<file path="src/shared/ptc_defs.vh">
// Constants of the page timing counters: clock rates, pulse widths, counts and decode points
`ifndef PTC_DEFS_VH
`define PTC_DEFS_VH

// System clock and master clock rates
`define PTC_CLK_KHZ        50000
`define PTC_MASTER_KHZ     3072
`define PTC_NCO_W          24
// Master clock tick increment, 64-bit because the product passes 2^31
`define PTC_NCO_INC        ((64'd3072 << 24) / 64'd50000)

// Timing clock pulse width and phase spacing, in nanoseconds
`define PTC_PULSE_NS       200
`define PTC_PHASE_GAP_NS   651
// Longest time rounds down: 200 ns at 50 MHz is 10 cycles
`define PTC_PULSE_CYC      ((`PTC_PULSE_NS * (`PTC_CLK_KHZ / 1000)) / 1000)

// Master clock divided by four gives the 768 KHz square wave
`define PTC_DIV_W          2
`define PTC_DIV_RISE       2'h1
`define PTC_DIV_FALL       2'h3
`define PTC_DIV_RST        2'h0

// Bit ring
`define PTC_RING_W         5
`define PTC_RING_RST       5'h00
`define PTC_BIT_TIMES      10

// Character counter
`define PTC_CHAR_W         6
`define PTC_CHAR_RST       6'h00
`define PTC_CHAR_BOL       6'h01
`define PTC_CHAR_BOP       6'h02
`define PTC_CHAR_EOL       6'h37
`define PTC_CHAR_EOP       6'h3a
`define PTC_CHAR_IO_PAGE_BEGIN_MARKER      6'h3f

// Line counter, decrementing from line 1 down to line 20
`define PTC_LINE_W         5
`define PTC_LINE_FIRST     5'h13
`define PTC_LINE_LAST      5'h00
`define PTC_LINE_CENTER    5'h0a

`endif

</file>
<file path="src/rtl/ptc_phase_gen.v">
// Master clock tick, divide-by-four square wave and the two timing clock phases
`include "ptc_defs.vh"

module ptc_phase_gen (
  input  wire clock,          // 50 MHz system clock
  input  wire arst_n,         // Asynchronous reset, active low
  input  wire freeze,         // Stops the master clock during the resync hold
  output reg  phase_a_en,     // One-cycle enable on square wave rise
  output reg  phase_b_en,     // One-cycle enable on square wave fall
  output reg  phase_a_clock,  // 200 ns phase A pulse
  output reg  phase_b_clock,  // 200 ns phase B pulse
  output reg  square_wave     // 768 KHz square wave
);

  localparam [63:0] INC_FULL = `PTC_NCO_INC;

  wire [`PTC_NCO_W-1:0] inc = INC_FULL[`PTC_NCO_W-1:0];
  reg  [`PTC_NCO_W-1:0] acc_q;
  reg  [`PTC_DIV_W-1:0] div_q;
  reg  [3:0]            a_cnt_q;
  reg  [3:0]            b_cnt_q;
  wire [`PTC_NCO_W:0]   sum = {1'b0, acc_q} + {1'b0, inc};
  wire                  tick = sum[`PTC_NCO_W] & ~freeze;

  // Fractional accumulator makes the 3.072 MHz master tick; freeze holds it still
  always @(posedge clock or negedge arst_n) begin
    if (!arst_n) begin
      acc_q <= {`PTC_NCO_W{1'b0}};
      div_q <= `PTC_DIV_RST;
    end else if (!freeze) begin
      acc_q <= sum[`PTC_NCO_W-1:0];
      if (tick) begin
        div_q <= div_q + 2'h1;  // see [RULE22]
      end
    end
  end

  // Enables fire on rise and fall of the divided wave, half a bit period apart
  always @(posedge clock or negedge arst_n) begin
    if (!arst_n) begin
      phase_a_en  <= 1'b0;
      phase_b_en  <= 1'b0;
      square_wave <= 1'b0;
    end else begin
      phase_a_en  <= tick & (div_q == `PTC_DIV_RISE);  // see [RULE2] see [RULE23]
      phase_b_en  <= tick & (div_q == `PTC_DIV_FALL);  // see [RULE2] see [RULE23]
      square_wave <= div_q[1];
    end
  end

  // Stretch each enable to a fixed-width pulse; 10 cycles never reach the other phase
  always @(posedge clock or negedge arst_n) begin
    if (!arst_n) begin
      a_cnt_q       <= 4'h0;
      b_cnt_q       <= 4'h0;
      phase_a_clock <= 1'b0;
      phase_b_clock <= 1'b0;
    end else begin
      if (phase_a_en) begin
        a_cnt_q       <= 4'h1;
        phase_a_clock <= 1'b1;  // see [RULE1]
      end else if (phase_a_clock) begin
        a_cnt_q       <= a_cnt_q + 4'h1;
        phase_a_clock <= (a_cnt_q < `PTC_PULSE_CYC);
      end
      if (phase_b_en) begin
        b_cnt_q       <= 4'h1;
        phase_b_clock <= 1'b1;  // see [RULE1]
      end else if (phase_b_clock) begin
        b_cnt_q       <= b_cnt_q + 4'h1;
        phase_b_clock <= (b_cnt_q < `PTC_PULSE_CYC);
      end
    end
  end

endmodule

</file>
<file path="src/rtl/ptc_bit_ring.v">
// Self-correcting five-stage bit ring, phase B bit flop and bit time decode
`include "ptc_defs.vh"

module ptc_bit_ring (
  input  wire       clock,             // 50 MHz system clock
  input  wire       arst_n,            // Asynchronous reset, active low
  input  wire       mclr,              // Synchronised master clear
  input  wire       phase_a_en,        // Phase A enable
  input  wire       phase_b_en,        // Phase B enable
  output reg  [4:0] bit_ring_stages,   // Stage 1 in bit 0
  output reg        phase_b_bit_flop,  // Set by phase A, cleared by phase B
  output reg  [9:0] bit_time_a,        // Bit time n in bit n-1, phase A
  output reg  [9:0] bit_time_b         // Bit time n in bit n-1, phase B
);

  reg  [4:0] fixed;
  reg  [9:0] dec;
  integer    k;

  // Stages 4,5 at 01 clear stages 1,2 before the shift; harmless at count 10
  always @* begin
    fixed = bit_ring_stages;
    if (!bit_ring_stages[3] && bit_ring_stages[4]) begin
      fixed[1:0] = 2'h0;  // see [RULE6]
    end
  end

  // Walking code decode of the ten counts
  always @* begin
    dec = 10'h000;
    dec[0] = ~bit_ring_stages[0] & ~bit_ring_stages[4];  // see [RULE7]
    dec[5] = bit_ring_stages[0] & bit_ring_stages[4];
    for (k = 1; k < 5; k = k + 1) begin
      dec[k]     = bit_ring_stages[k-1] & ~bit_ring_stages[k];
      dec[k + 5] = ~bit_ring_stages[k-1] & bit_ring_stages[k];
    end
  end

  // Ring shifts on phase A; stages 1-4 pass to the next higher stage, stage 5 returns inverted to stage 1
  always @(posedge clock or negedge arst_n) begin
    if (!arst_n) begin
      bit_ring_stages <= `PTC_RING_RST;
    end else if (mclr) begin
      bit_ring_stages <= `PTC_RING_RST;  // see [RULE5] see [RULE24]
    end else if (phase_a_en) begin
      bit_ring_stages <= {fixed[3:0], ~fixed[4]};  // see [RULE3] see [RULE4]
    end
  end

  // B flop only arms after an A pulse, so B strobes never run ahead of the ring
  always @(posedge clock or negedge arst_n) begin
    if (!arst_n) begin
      phase_b_bit_flop <= 1'b0;
    end else if (mclr) begin
      phase_b_bit_flop <= 1'b0;  // see [RULE24]
    end else if (phase_b_en) begin
      phase_b_bit_flop <= 1'b0;  // see [RULE8]
    end else if (phase_a_en) begin
      phase_b_bit_flop <= 1'b1;
    end
  end

  // A strobe n: ring holds count n; B strobe n: ring has already moved to n+1
  always @* begin
    bit_time_a = dec & {10{phase_a_en}};  // see [RULE7]
    bit_time_b = {dec[0], dec[9:1]} & {10{phase_b_en & phase_b_bit_flop}};  // see [RULE8]
  end

endmodule

</file>
<file path="src/rtl/ptc_page_timing.v">
// Page timing chain: clock phases, bit ring, character and line counters, markers, resync
// Function
// [RULE1] Two non-overlapping 200 ns phase pulses per bit, B follows A by 651 ns.
// [RULE2] Phase A on square wave rise, phase B on fall, 1.302 us bit.
// [RULE3] Bit ring of five stages advances on phase A toward higher stages.
// [RULE4] Ring walks ten states: zeros, fill with ones, then fill with zeros.
// [RULE5] Ring start state is made by clearing its first two stages. The code clears all five stages on master clear.
// [RULE6] Stages 4,5 at 01 force stages 1,2 to zero, self-correcting.
// [RULE7] Phase A bit time strobes are AND decodes of ring stages.
// [RULE8] Phase B flop plus ring decode give B strobes 651 ns after A.
// [RULE9] Character counter trigger fires once per character at bit time 4A.
// [RULE10] Display strobe at 1A and 10B, sweep gate at 1A and 2A.
// [RULE11] Six-bit binary character counter, 64 positions, steps on the trigger.
// [RULE12] Character and line counts form line, page, sync markers.
// [RULE13] Line end pulse is count 55 with bit time 10B; it steps lines.
// [RULE14] Line counter is five stages, decrementing, covering 20 lines.
// [RULE15] Half-page loop output marks lines 10 and 20 for center-or-end.
// [RULE16] Last-line output forms page end, page begin and vertical sync.
// [RULE17] A page spans 1280 character times: 1080 shown plus 200 flyback.
// [RULE18] Serial store data is return-to-zero: pulse for one, none for zero.
// [RULE19] Timing chain resynchronises to stored sync bits after every page.
// [RULE20] Hold freezes master clock and counters until the second sync pulse.
// [RULE21] Start flag stays set until count 63 after resync completes.
// [RULE22] The square wave is the master clock divided down.
// [RULE23] Phases are single-cycle enables of one fast clock driving all counters.
// [RULE24] Master clear resets bit, character, line counters and the B flop.
`include "ptc_defs.vh"

module ptc_page_timing (
  input  wire       clock,                 // 50 MHz system clock
  input  wire       arst_n,                // Asynchronous reset, active low
  input  wire       master_clear_pin,      // Master clear from pin, active high
  input  wire       stored_sync_pin,       // Sync bit detected at store output
  input  wire       store_bit,             // Serial bit to recirculate, same clock
  output wire       phase_a_clock,         // 200 ns phase A timing clock
  output wire       phase_b_clock,         // 200 ns phase B timing clock
  output wire       square_wave,           // 768 KHz divided master clock
  output wire [4:0] bit_ring_stages,       // Bit ring stages, stage 1 in bit 0
  output wire       phase_b_bit_flop,      // Phase B bit flop
  output wire [9:0] bit_time_a_strobe,     // Phase A bit times 1..10
  output wire [9:0] bit_time_b_strobe,     // Phase B bit times 1..10
  output wire       char_count_trigger,    // Once per character at 4A
  output wire       char_pulse,            // Once per character at 1A
  output wire       display_reg_strobe,    // At 1A and 10B
  output wire       char_sweep_gate,       // At 1A and 2A
  output reg  [5:0] char_position_count,   // Character position 0..63
  output reg  [4:0] line_count_stages,     // Line counter, 19 down to 0
  output wire       last_line_marker,      // Level on the last line
  output wire       half_page_loop,        // Level on lines 10 and 20
  output wire       line_begin_marker,     // Level at character 1
  output wire       line_end_pulse,        // Pulse: count 55 at 10B
  output wire       page_begin_marker,     // Level: last line, character 2
  output wire       io_page_begin_marker,  // Level: last line, character 63
  output wire       center_or_page_end,    // Pulse: line end on line 10 or 20
  output wire       page_end_marker,       // Level: last line, character 58
  output wire       vertical_sync,         // Level on the last line
  output wire       horizontal_sync,       // Level from character 56 to 63
  output wire       hold_active,           // Counters frozen awaiting sync
  output wire       wait_active,           // Awaiting first sync pulse
  output reg        start_flag,            // Start flag
  output reg        store_rz_pulse         // Return-to-zero serial data
);

  // Resync states
  localparam [2:0] ST_RUN  = 3'b001;
  localparam [2:0] ST_WAIT = 3'b010;
  localparam [2:0] ST_HOLD = 3'b100;

  reg  [2:0] state_q;
  reg  [2:0] state_d;
  reg        mclr_s1_q;
  reg        mclr_s2_q;
  reg        sync_s1_q;
  reg        sync_s2_q;
  reg        sync_s3_q;
  wire       sync_rise;
  wire       freeze;
  wire       phase_a_en;
  wire       phase_b_en;

  // Two-stage synchronisers; the sync pin adds a third stage, and its second and third stages feed the rise detect
  always @(posedge clock or negedge arst_n) begin
    if (!arst_n) begin
      mclr_s1_q <= 1'b0;
      mclr_s2_q <= 1'b0;
      sync_s1_q <= 1'b0;
      sync_s2_q <= 1'b0;
      sync_s3_q <= 1'b0;
    end else begin
      mclr_s1_q <= master_clear_pin;
      mclr_s2_q <= mclr_s1_q;
      sync_s1_q <= stored_sync_pin;
      sync_s2_q <= sync_s1_q;
      sync_s3_q <= sync_s2_q;
    end
  end

  assign sync_rise = sync_s2_q & ~sync_s3_q;

  // Hold stops the master clock itself, so every counter freezes with it
  assign freeze = state_q[2];  // see [RULE20]

  ptc_phase_gen u_phase (
    .clock         (clock),
    .arst_n        (arst_n),
    .freeze        (freeze),
    .phase_a_en    (phase_a_en),
    .phase_b_en    (phase_b_en),
    .phase_a_clock (phase_a_clock),
    .phase_b_clock (phase_b_clock),
    .square_wave   (square_wave)
  );

  ptc_bit_ring u_ring (
    .clock            (clock),
    .arst_n           (arst_n),
    .mclr             (mclr_s2_q),
    .phase_a_en       (phase_a_en),
    .phase_b_en       (phase_b_en),
    .bit_ring_stages  (bit_ring_stages),
    .phase_b_bit_flop (phase_b_bit_flop),
    .bit_time_a       (bit_time_a_strobe),
    .bit_time_b       (bit_time_b_strobe)
  );

  // Per-character strobes from the bit times
  assign char_count_trigger = bit_time_a_strobe[3];                         // see [RULE9]
  assign char_pulse         = bit_time_a_strobe[0];
  assign display_reg_strobe = bit_time_a_strobe[0] | bit_time_b_strobe[9];  // see [RULE10]
  assign char_sweep_gate    = bit_time_a_strobe[0] | bit_time_a_strobe[1];  // see [RULE10]

  // Line end: character 55 coinciding with bit time 10B
  assign line_end_pulse = (char_position_count == `PTC_CHAR_EOL) & bit_time_b_strobe[9];  // see [RULE13]

  // Character counter wraps naturally at 64; 20 lines of 64 give 1280 character times
  always @(posedge clock or negedge arst_n) begin
    if (!arst_n) begin
      char_position_count <= `PTC_CHAR_RST;
    end else if (mclr_s2_q) begin
      char_position_count <= `PTC_CHAR_RST;  // see [RULE24]
    end else if (char_count_trigger) begin
      char_position_count <= char_position_count + 6'h01;  // see [RULE11] see [RULE17]
    end
  end

  // Decrementing line counter; reload after the last line stands in for the selective reset
  always @(posedge clock or negedge arst_n) begin
    if (!arst_n) begin
      line_count_stages <= `PTC_LINE_FIRST;
    end else if (mclr_s2_q) begin
      line_count_stages <= `PTC_LINE_FIRST;  // see [RULE24]
    end else if (line_end_pulse) begin
      if (line_count_stages == `PTC_LINE_LAST) begin
        line_count_stages <= `PTC_LINE_FIRST;  // see [RULE14]
      end else begin
        line_count_stages <= line_count_stages - 5'h01;  // see [RULE14]
      end
    end
  end

  // Line counter outputs
  assign last_line_marker = (line_count_stages == `PTC_LINE_LAST);  // see [RULE16]
  assign half_page_loop   = (line_count_stages == `PTC_LINE_CENTER) | last_line_marker;  // see [RULE15]

  // Markers from character position and line state
  assign line_begin_marker    = (char_position_count == `PTC_CHAR_BOL);  // see [RULE12]
  assign page_begin_marker    = last_line_marker & (char_position_count == `PTC_CHAR_BOP);
  assign io_page_begin_marker = last_line_marker & (char_position_count == `PTC_CHAR_IO_PAGE_BEGIN_MARKER);
  assign page_end_marker      = last_line_marker & (char_position_count == `PTC_CHAR_EOP);
  assign center_or_page_end   = half_page_loop & line_end_pulse;  // see [RULE15]
  assign vertical_sync        = last_line_marker;  // see [RULE16]
  assign horizontal_sync      = (char_position_count > `PTC_CHAR_EOL);  // see [RULE12]

  // Resync: wait after each page for the stored sync pair, hold between the two pulses
  always @* begin
    state_d = state_q;
    case (state_q)
      ST_RUN: begin
        if (last_line_marker && line_end_pulse) begin
          state_d = ST_WAIT;  // see [RULE19]
        end
      end
      ST_WAIT: begin
        if (sync_rise) begin
          state_d = ST_HOLD;  // see [RULE20]
        end
      end
      ST_HOLD: begin
        if (sync_rise) begin
          state_d = ST_RUN;  // see [RULE20]
        end
      end
      default: begin
        state_d = ST_RUN;
      end
    endcase
  end

  // Master clear abandons any resync so that the counters run to lay down sync bits
  always @(posedge clock or negedge arst_n) begin
    if (!arst_n) begin
      state_q <= ST_RUN;
    end else if (mclr_s2_q) begin
      state_q <= ST_RUN;
    end else begin
      state_q <= state_d;
    end
  end

  assign wait_active = state_q[1];
  assign hold_active = state_q[2];

  // Start flag: set by master clear, cleared at character 63 of the last line only once running again
  always @(posedge clock or negedge arst_n) begin
    if (!arst_n) begin
      start_flag <= 1'b1;
    end else if (mclr_s2_q) begin
      start_flag <= 1'b1;
    end else if (state_q[0] && io_page_begin_marker && char_count_trigger) begin
      start_flag <= 1'b0;  // see [RULE21]
    end
  end

  // Return-to-zero: a one rides the phase A pulse, a zero leaves the line low
  always @(posedge clock or negedge arst_n) begin
    if (!arst_n) begin
      store_rz_pulse <= 1'b0;
    end else begin
      store_rz_pulse <= store_bit & phase_a_clock;  // see [RULE18]
    end
  end

endmodule

</file>
<file path="config.mk">
export PLATFORM = sky130hd
export DESIGN_NAME = ptc_page_timing
export DESIGN_NICKNAME = d
export VERILOG_FILES = /design/src/rtl/ptc_phase_gen.v /design/src/rtl/ptc_bit_ring.v /design/src/rtl/ptc_page_timing.v
export VERILOG_INCLUDE_DIRS = /design/src /design/src/shared
export SDC_FILE = /design/constraint.sdc
export NUM_CORES = 1
export LEC_CHECK = 0
export BUFFER_PORTS_ARGS = -buffer_cell sky130_fd_sc_hd__buf_2
export CAP_MARGIN = 5
export CORE_ASPECT_RATIO = 1.2
export CORE_MARGIN = 2
export CORE_UTILIZATION = 61
export CTS_BUF_LIST = sky130_fd_sc_hd__clkbuf_2 sky130_fd_sc_hd__clkbuf_4 sky130_fd_sc_hd__clkbuf_8
export CTS_CLUSTER_DIAMETER = 30
export CTS_CLUSTER_SIZE = 14
export DETAILED_ROUTE_END_ITERATION = 12
export GPL_TIMING_DRIVEN = 1
export PLACE_DENSITY_LB_ADDON = 0.15
export SLEW_MARGIN = 20
export SYNTH_ARGS = -nofsm -noshare
export SYNTH_HDL_FRONTEND = slang
export SYNTH_SLANG_ARGS = --single-unit
</file>
<file path="constraint.sdc">
create_clock -name clock -period 3.5 [get_ports clock]
set_clock_uncertainty 0.2 [all_clocks]
set_input_delay 0.175 -clock clock [delete_from_list [all_inputs] [get_ports clock]]
set_output_delay 0.175 -clock clock [all_outputs]
set_load 0.1 [all_outputs]
</file>
==> results.toml <==
[layout]
nets = 395
drive_above_1_share_pct = 27.01
area_growth_pct = 19.84
num_antenna_cells = 0
final_cells = 445
fin_area_um2 = 3817

[critical_path]
endpoint_kind = "output port"
critPathKind = "register to output port"
startpoint_type = "register"
arrival_ps = 2510
cp_max_fo = 10
worstPathRequired_ps = 3120

[die]
die_h_um = 83.16
ios = 63
die_x_um = 69.97
dieArea_um2 = 5819
std_cell_rows = 28
core_area_um2 = 4975
start_util_pct = 64.03

[global_routing]
grt_start_max_net_pins = 35
first_global_vias = 2513
overflow = 0
antenna_found_initial = 0
track_usage_pct = 23.81
grt_pass1_wl_um = 11130

[yosys]
synth_area_leaders = "dfrtp_1 46%, xor2_1 5.5%, nor2_1 4.8%"
yosysMostFrequentCell = "dfrtp_1"
ys_seq_area_share_pct = 49.69
synth_cell_type_count = 50
synthArstFlopShare_pct = 100.0
syn_inst = 316
synth_edf_count = 0
synth_ff_type = "dfrtp_1"
syn_area_per_cell_um2 = 10.08
synth_area_leader_cell = "dfrtp_1"
yosys-top-cells-count = "58 x dfrtp_1, 41 x nor2_1, 23 x nand2_1"
synth_area_um2 = 3186
ys_ff_latch = 63
synth_top_area_share_pct = 45.56
ys_warn_count = 0
synth_nets = 331

[detailed_routing]
drtIter0Drc = 123
dr.pass1.iters = 4
ant_nets = 0
drc = 0
via_per_inst = 5.631
vias = 2506
drt_wl_total_um = 6156
wl_per_cell_um = 13.83

[min_path]
min_path_type = "register to register"

[clock_tree]
cts_resized = 0
numCtsBuffers = 9
clockBufferDepth = 2
cts.htree.levels = 3
clk_pin_slew_ps = 70
clock-sinks = 63
root_buffer = "clkbuf_8"
insertion_delay_ps = 340
cts_tree = "yes"

[timing]
rsz0062_at_grt = "false"
slew_viol_final = 0
min_period_over_period_pct = 82.36
slew_headroom_pct = 46.42
hold_viol = 0
setup_viol = 0
period_needed_ps = 2883
worst_pin_slew_ps = 803.8
fmax_mhz = 346.9

[power]
powerDensity_nw_per_um2 = 366.1
irDropWorstVdd_mv = 0.3116
p_leak_nw = 1.869

[placement]
gp_congestion = 0.8754
placed_cell_area_um2 = 3573
dp_hpwl_um = 4310
dp_cells = 425
port_buffers = 62

[outcome]
status = "complete, no violations"

[flow_run]
cap_violations = 0
## registers in the layout, summed over array words and instances (netlist names), 2 cells and up
name                    flops
line_count_stages           5
u_phase.b_cnt_q             4
state_q                     3
u_phase.acc_q              21
u_ring.bit_ring_stages      5
u_phase.div_q               2
char_position_count         6
u_phase.a_cnt_q             4
## critical path, cell delays in order, from the launching register on
cell and delay [ps]:
dfstp_4 480, inv_2 60, ha_1 170, inv_2 70, nor4_4 470, nand3b_1 280
nor4_4 180, buf_2 460
## through the flow
| stage | worst slack (ps) | utilization (%) | power (mW) | setup TNS, ps | hold WS, ps |
|---|---|---|---|---|---|
| final | 617.3 | 76.74 | 1.398 | 0 | 151.1 |
| after global routing | 413.5 | 76.74 | 1.451 | 0 | 160.9 |
| after CTS | 579.1 | 76.74 | 1.420 | 0 | 156.9 |
| after detailed placement | 964.1 | 71.83 | 0.7751 | 0 | 75.28 |
| after global placement | 982.8 | 71.83 | 0.7742 | 0 | 65.11 |
| after floorplan | -458.9 | - | 0.7551 | -458.9 | -320.6 |
## area by class of cell
| cell class | count | area, µm² |
|---|---|---|
| flip-flops and latches | 63 | 1592 |
| multi-input cells | 226 | 1533 |
| fillers | 360 | 1157 |
| repair buffers | 68 | 365.4 |
| clock buffers | 12 | 158.9 |
| well taps | 60 | 75.07 |
| inverters | 12 | 48.80 |
| clock inverters | 4 | 45.04 |
## final timing paths
kind | from | slack [ps] | to | cells past startpoint
max in group asynchronous | arst_n | 2140 | u_ring.bit_ring_stages[1]$_DFFE_PN0P_ | 3
min in group asynchronous | arst_n | 250 | u_phase.phase_a_clock$_DFF_PN0_ | 2
worst max register to register | char_position_count[1]$_DFFE_PN0P_ | 1400 | line_count_stages[3]$_DFFE_PN0P_ | 5
worst min-delay path | mclr_s1_q$_DFF_PN0_ | 150 | mclr_s2_q$_DFF_PN0_ | 0
worst max-delay path | line_count_stages[0]$_DFFE_PN1P_ | 620 | page_begin_marker | 7
worst min register to register | mclr_s1_q$_DFF_PN0_ | 150 | mclr_s2_q$_DFF_PN0_ | 0
## timing repair
| item | CTS | global route |
|---|---|---|
| setup buffers | 0 | 0 |
| endpoints found under the hold margin | 30 | 0 |
| hold buffers | 4 | 0 |
## report_power, final
group | internal (mW) | switching, mW | total (mW)
clock network | 0.372 | 0.262 | 0.634
registers | 0.733 | 0.00614 | 0.739
logic | 0.00863 | 0.0163 | 0.0249
total | 1.11 | 0.284 | 1.40
## layout by cell type, fill, tap and decap left out, types with 5 or more instances in the layout
cell	count
nand3_1	6
mux2i_1	5
nor2_1	40
o21ai_0	6
clkbuf_8	11
nor3_1	5
buf_2	62
nand2b_1	12
dfrtp_1	57
ha_1	10
a21o_1	5
xnor2_1	13
nand4_1	8
inv_1	8
a21oi_1	12
nand2_1	23
xor2_1	20
## cells by family after synthesis
family / share of synthesized area [%]
flops: 49.69
buf+inv: 3.574
fa+ha+maj: 3.928
xor+xnor: 9.073
mux: 1.925
compound gates: 8.916
simple gates: 22.90
## per-layer routing
| layer | wire length [µm] | global-route usage, % | up-vias |
|---|---|---|---|
| met5 | 0 | 0 | - |
| met4 | 58 | 8.916 | 0 |
| met3 | 404 | 5.825 | 5 |
| met2 | 3075 | 39.83 | 81 |
| met1 | 2617 | 29.84 | 1205 |
| li1 | - | - | 1215 |
(Power assumes the default switching activity.)
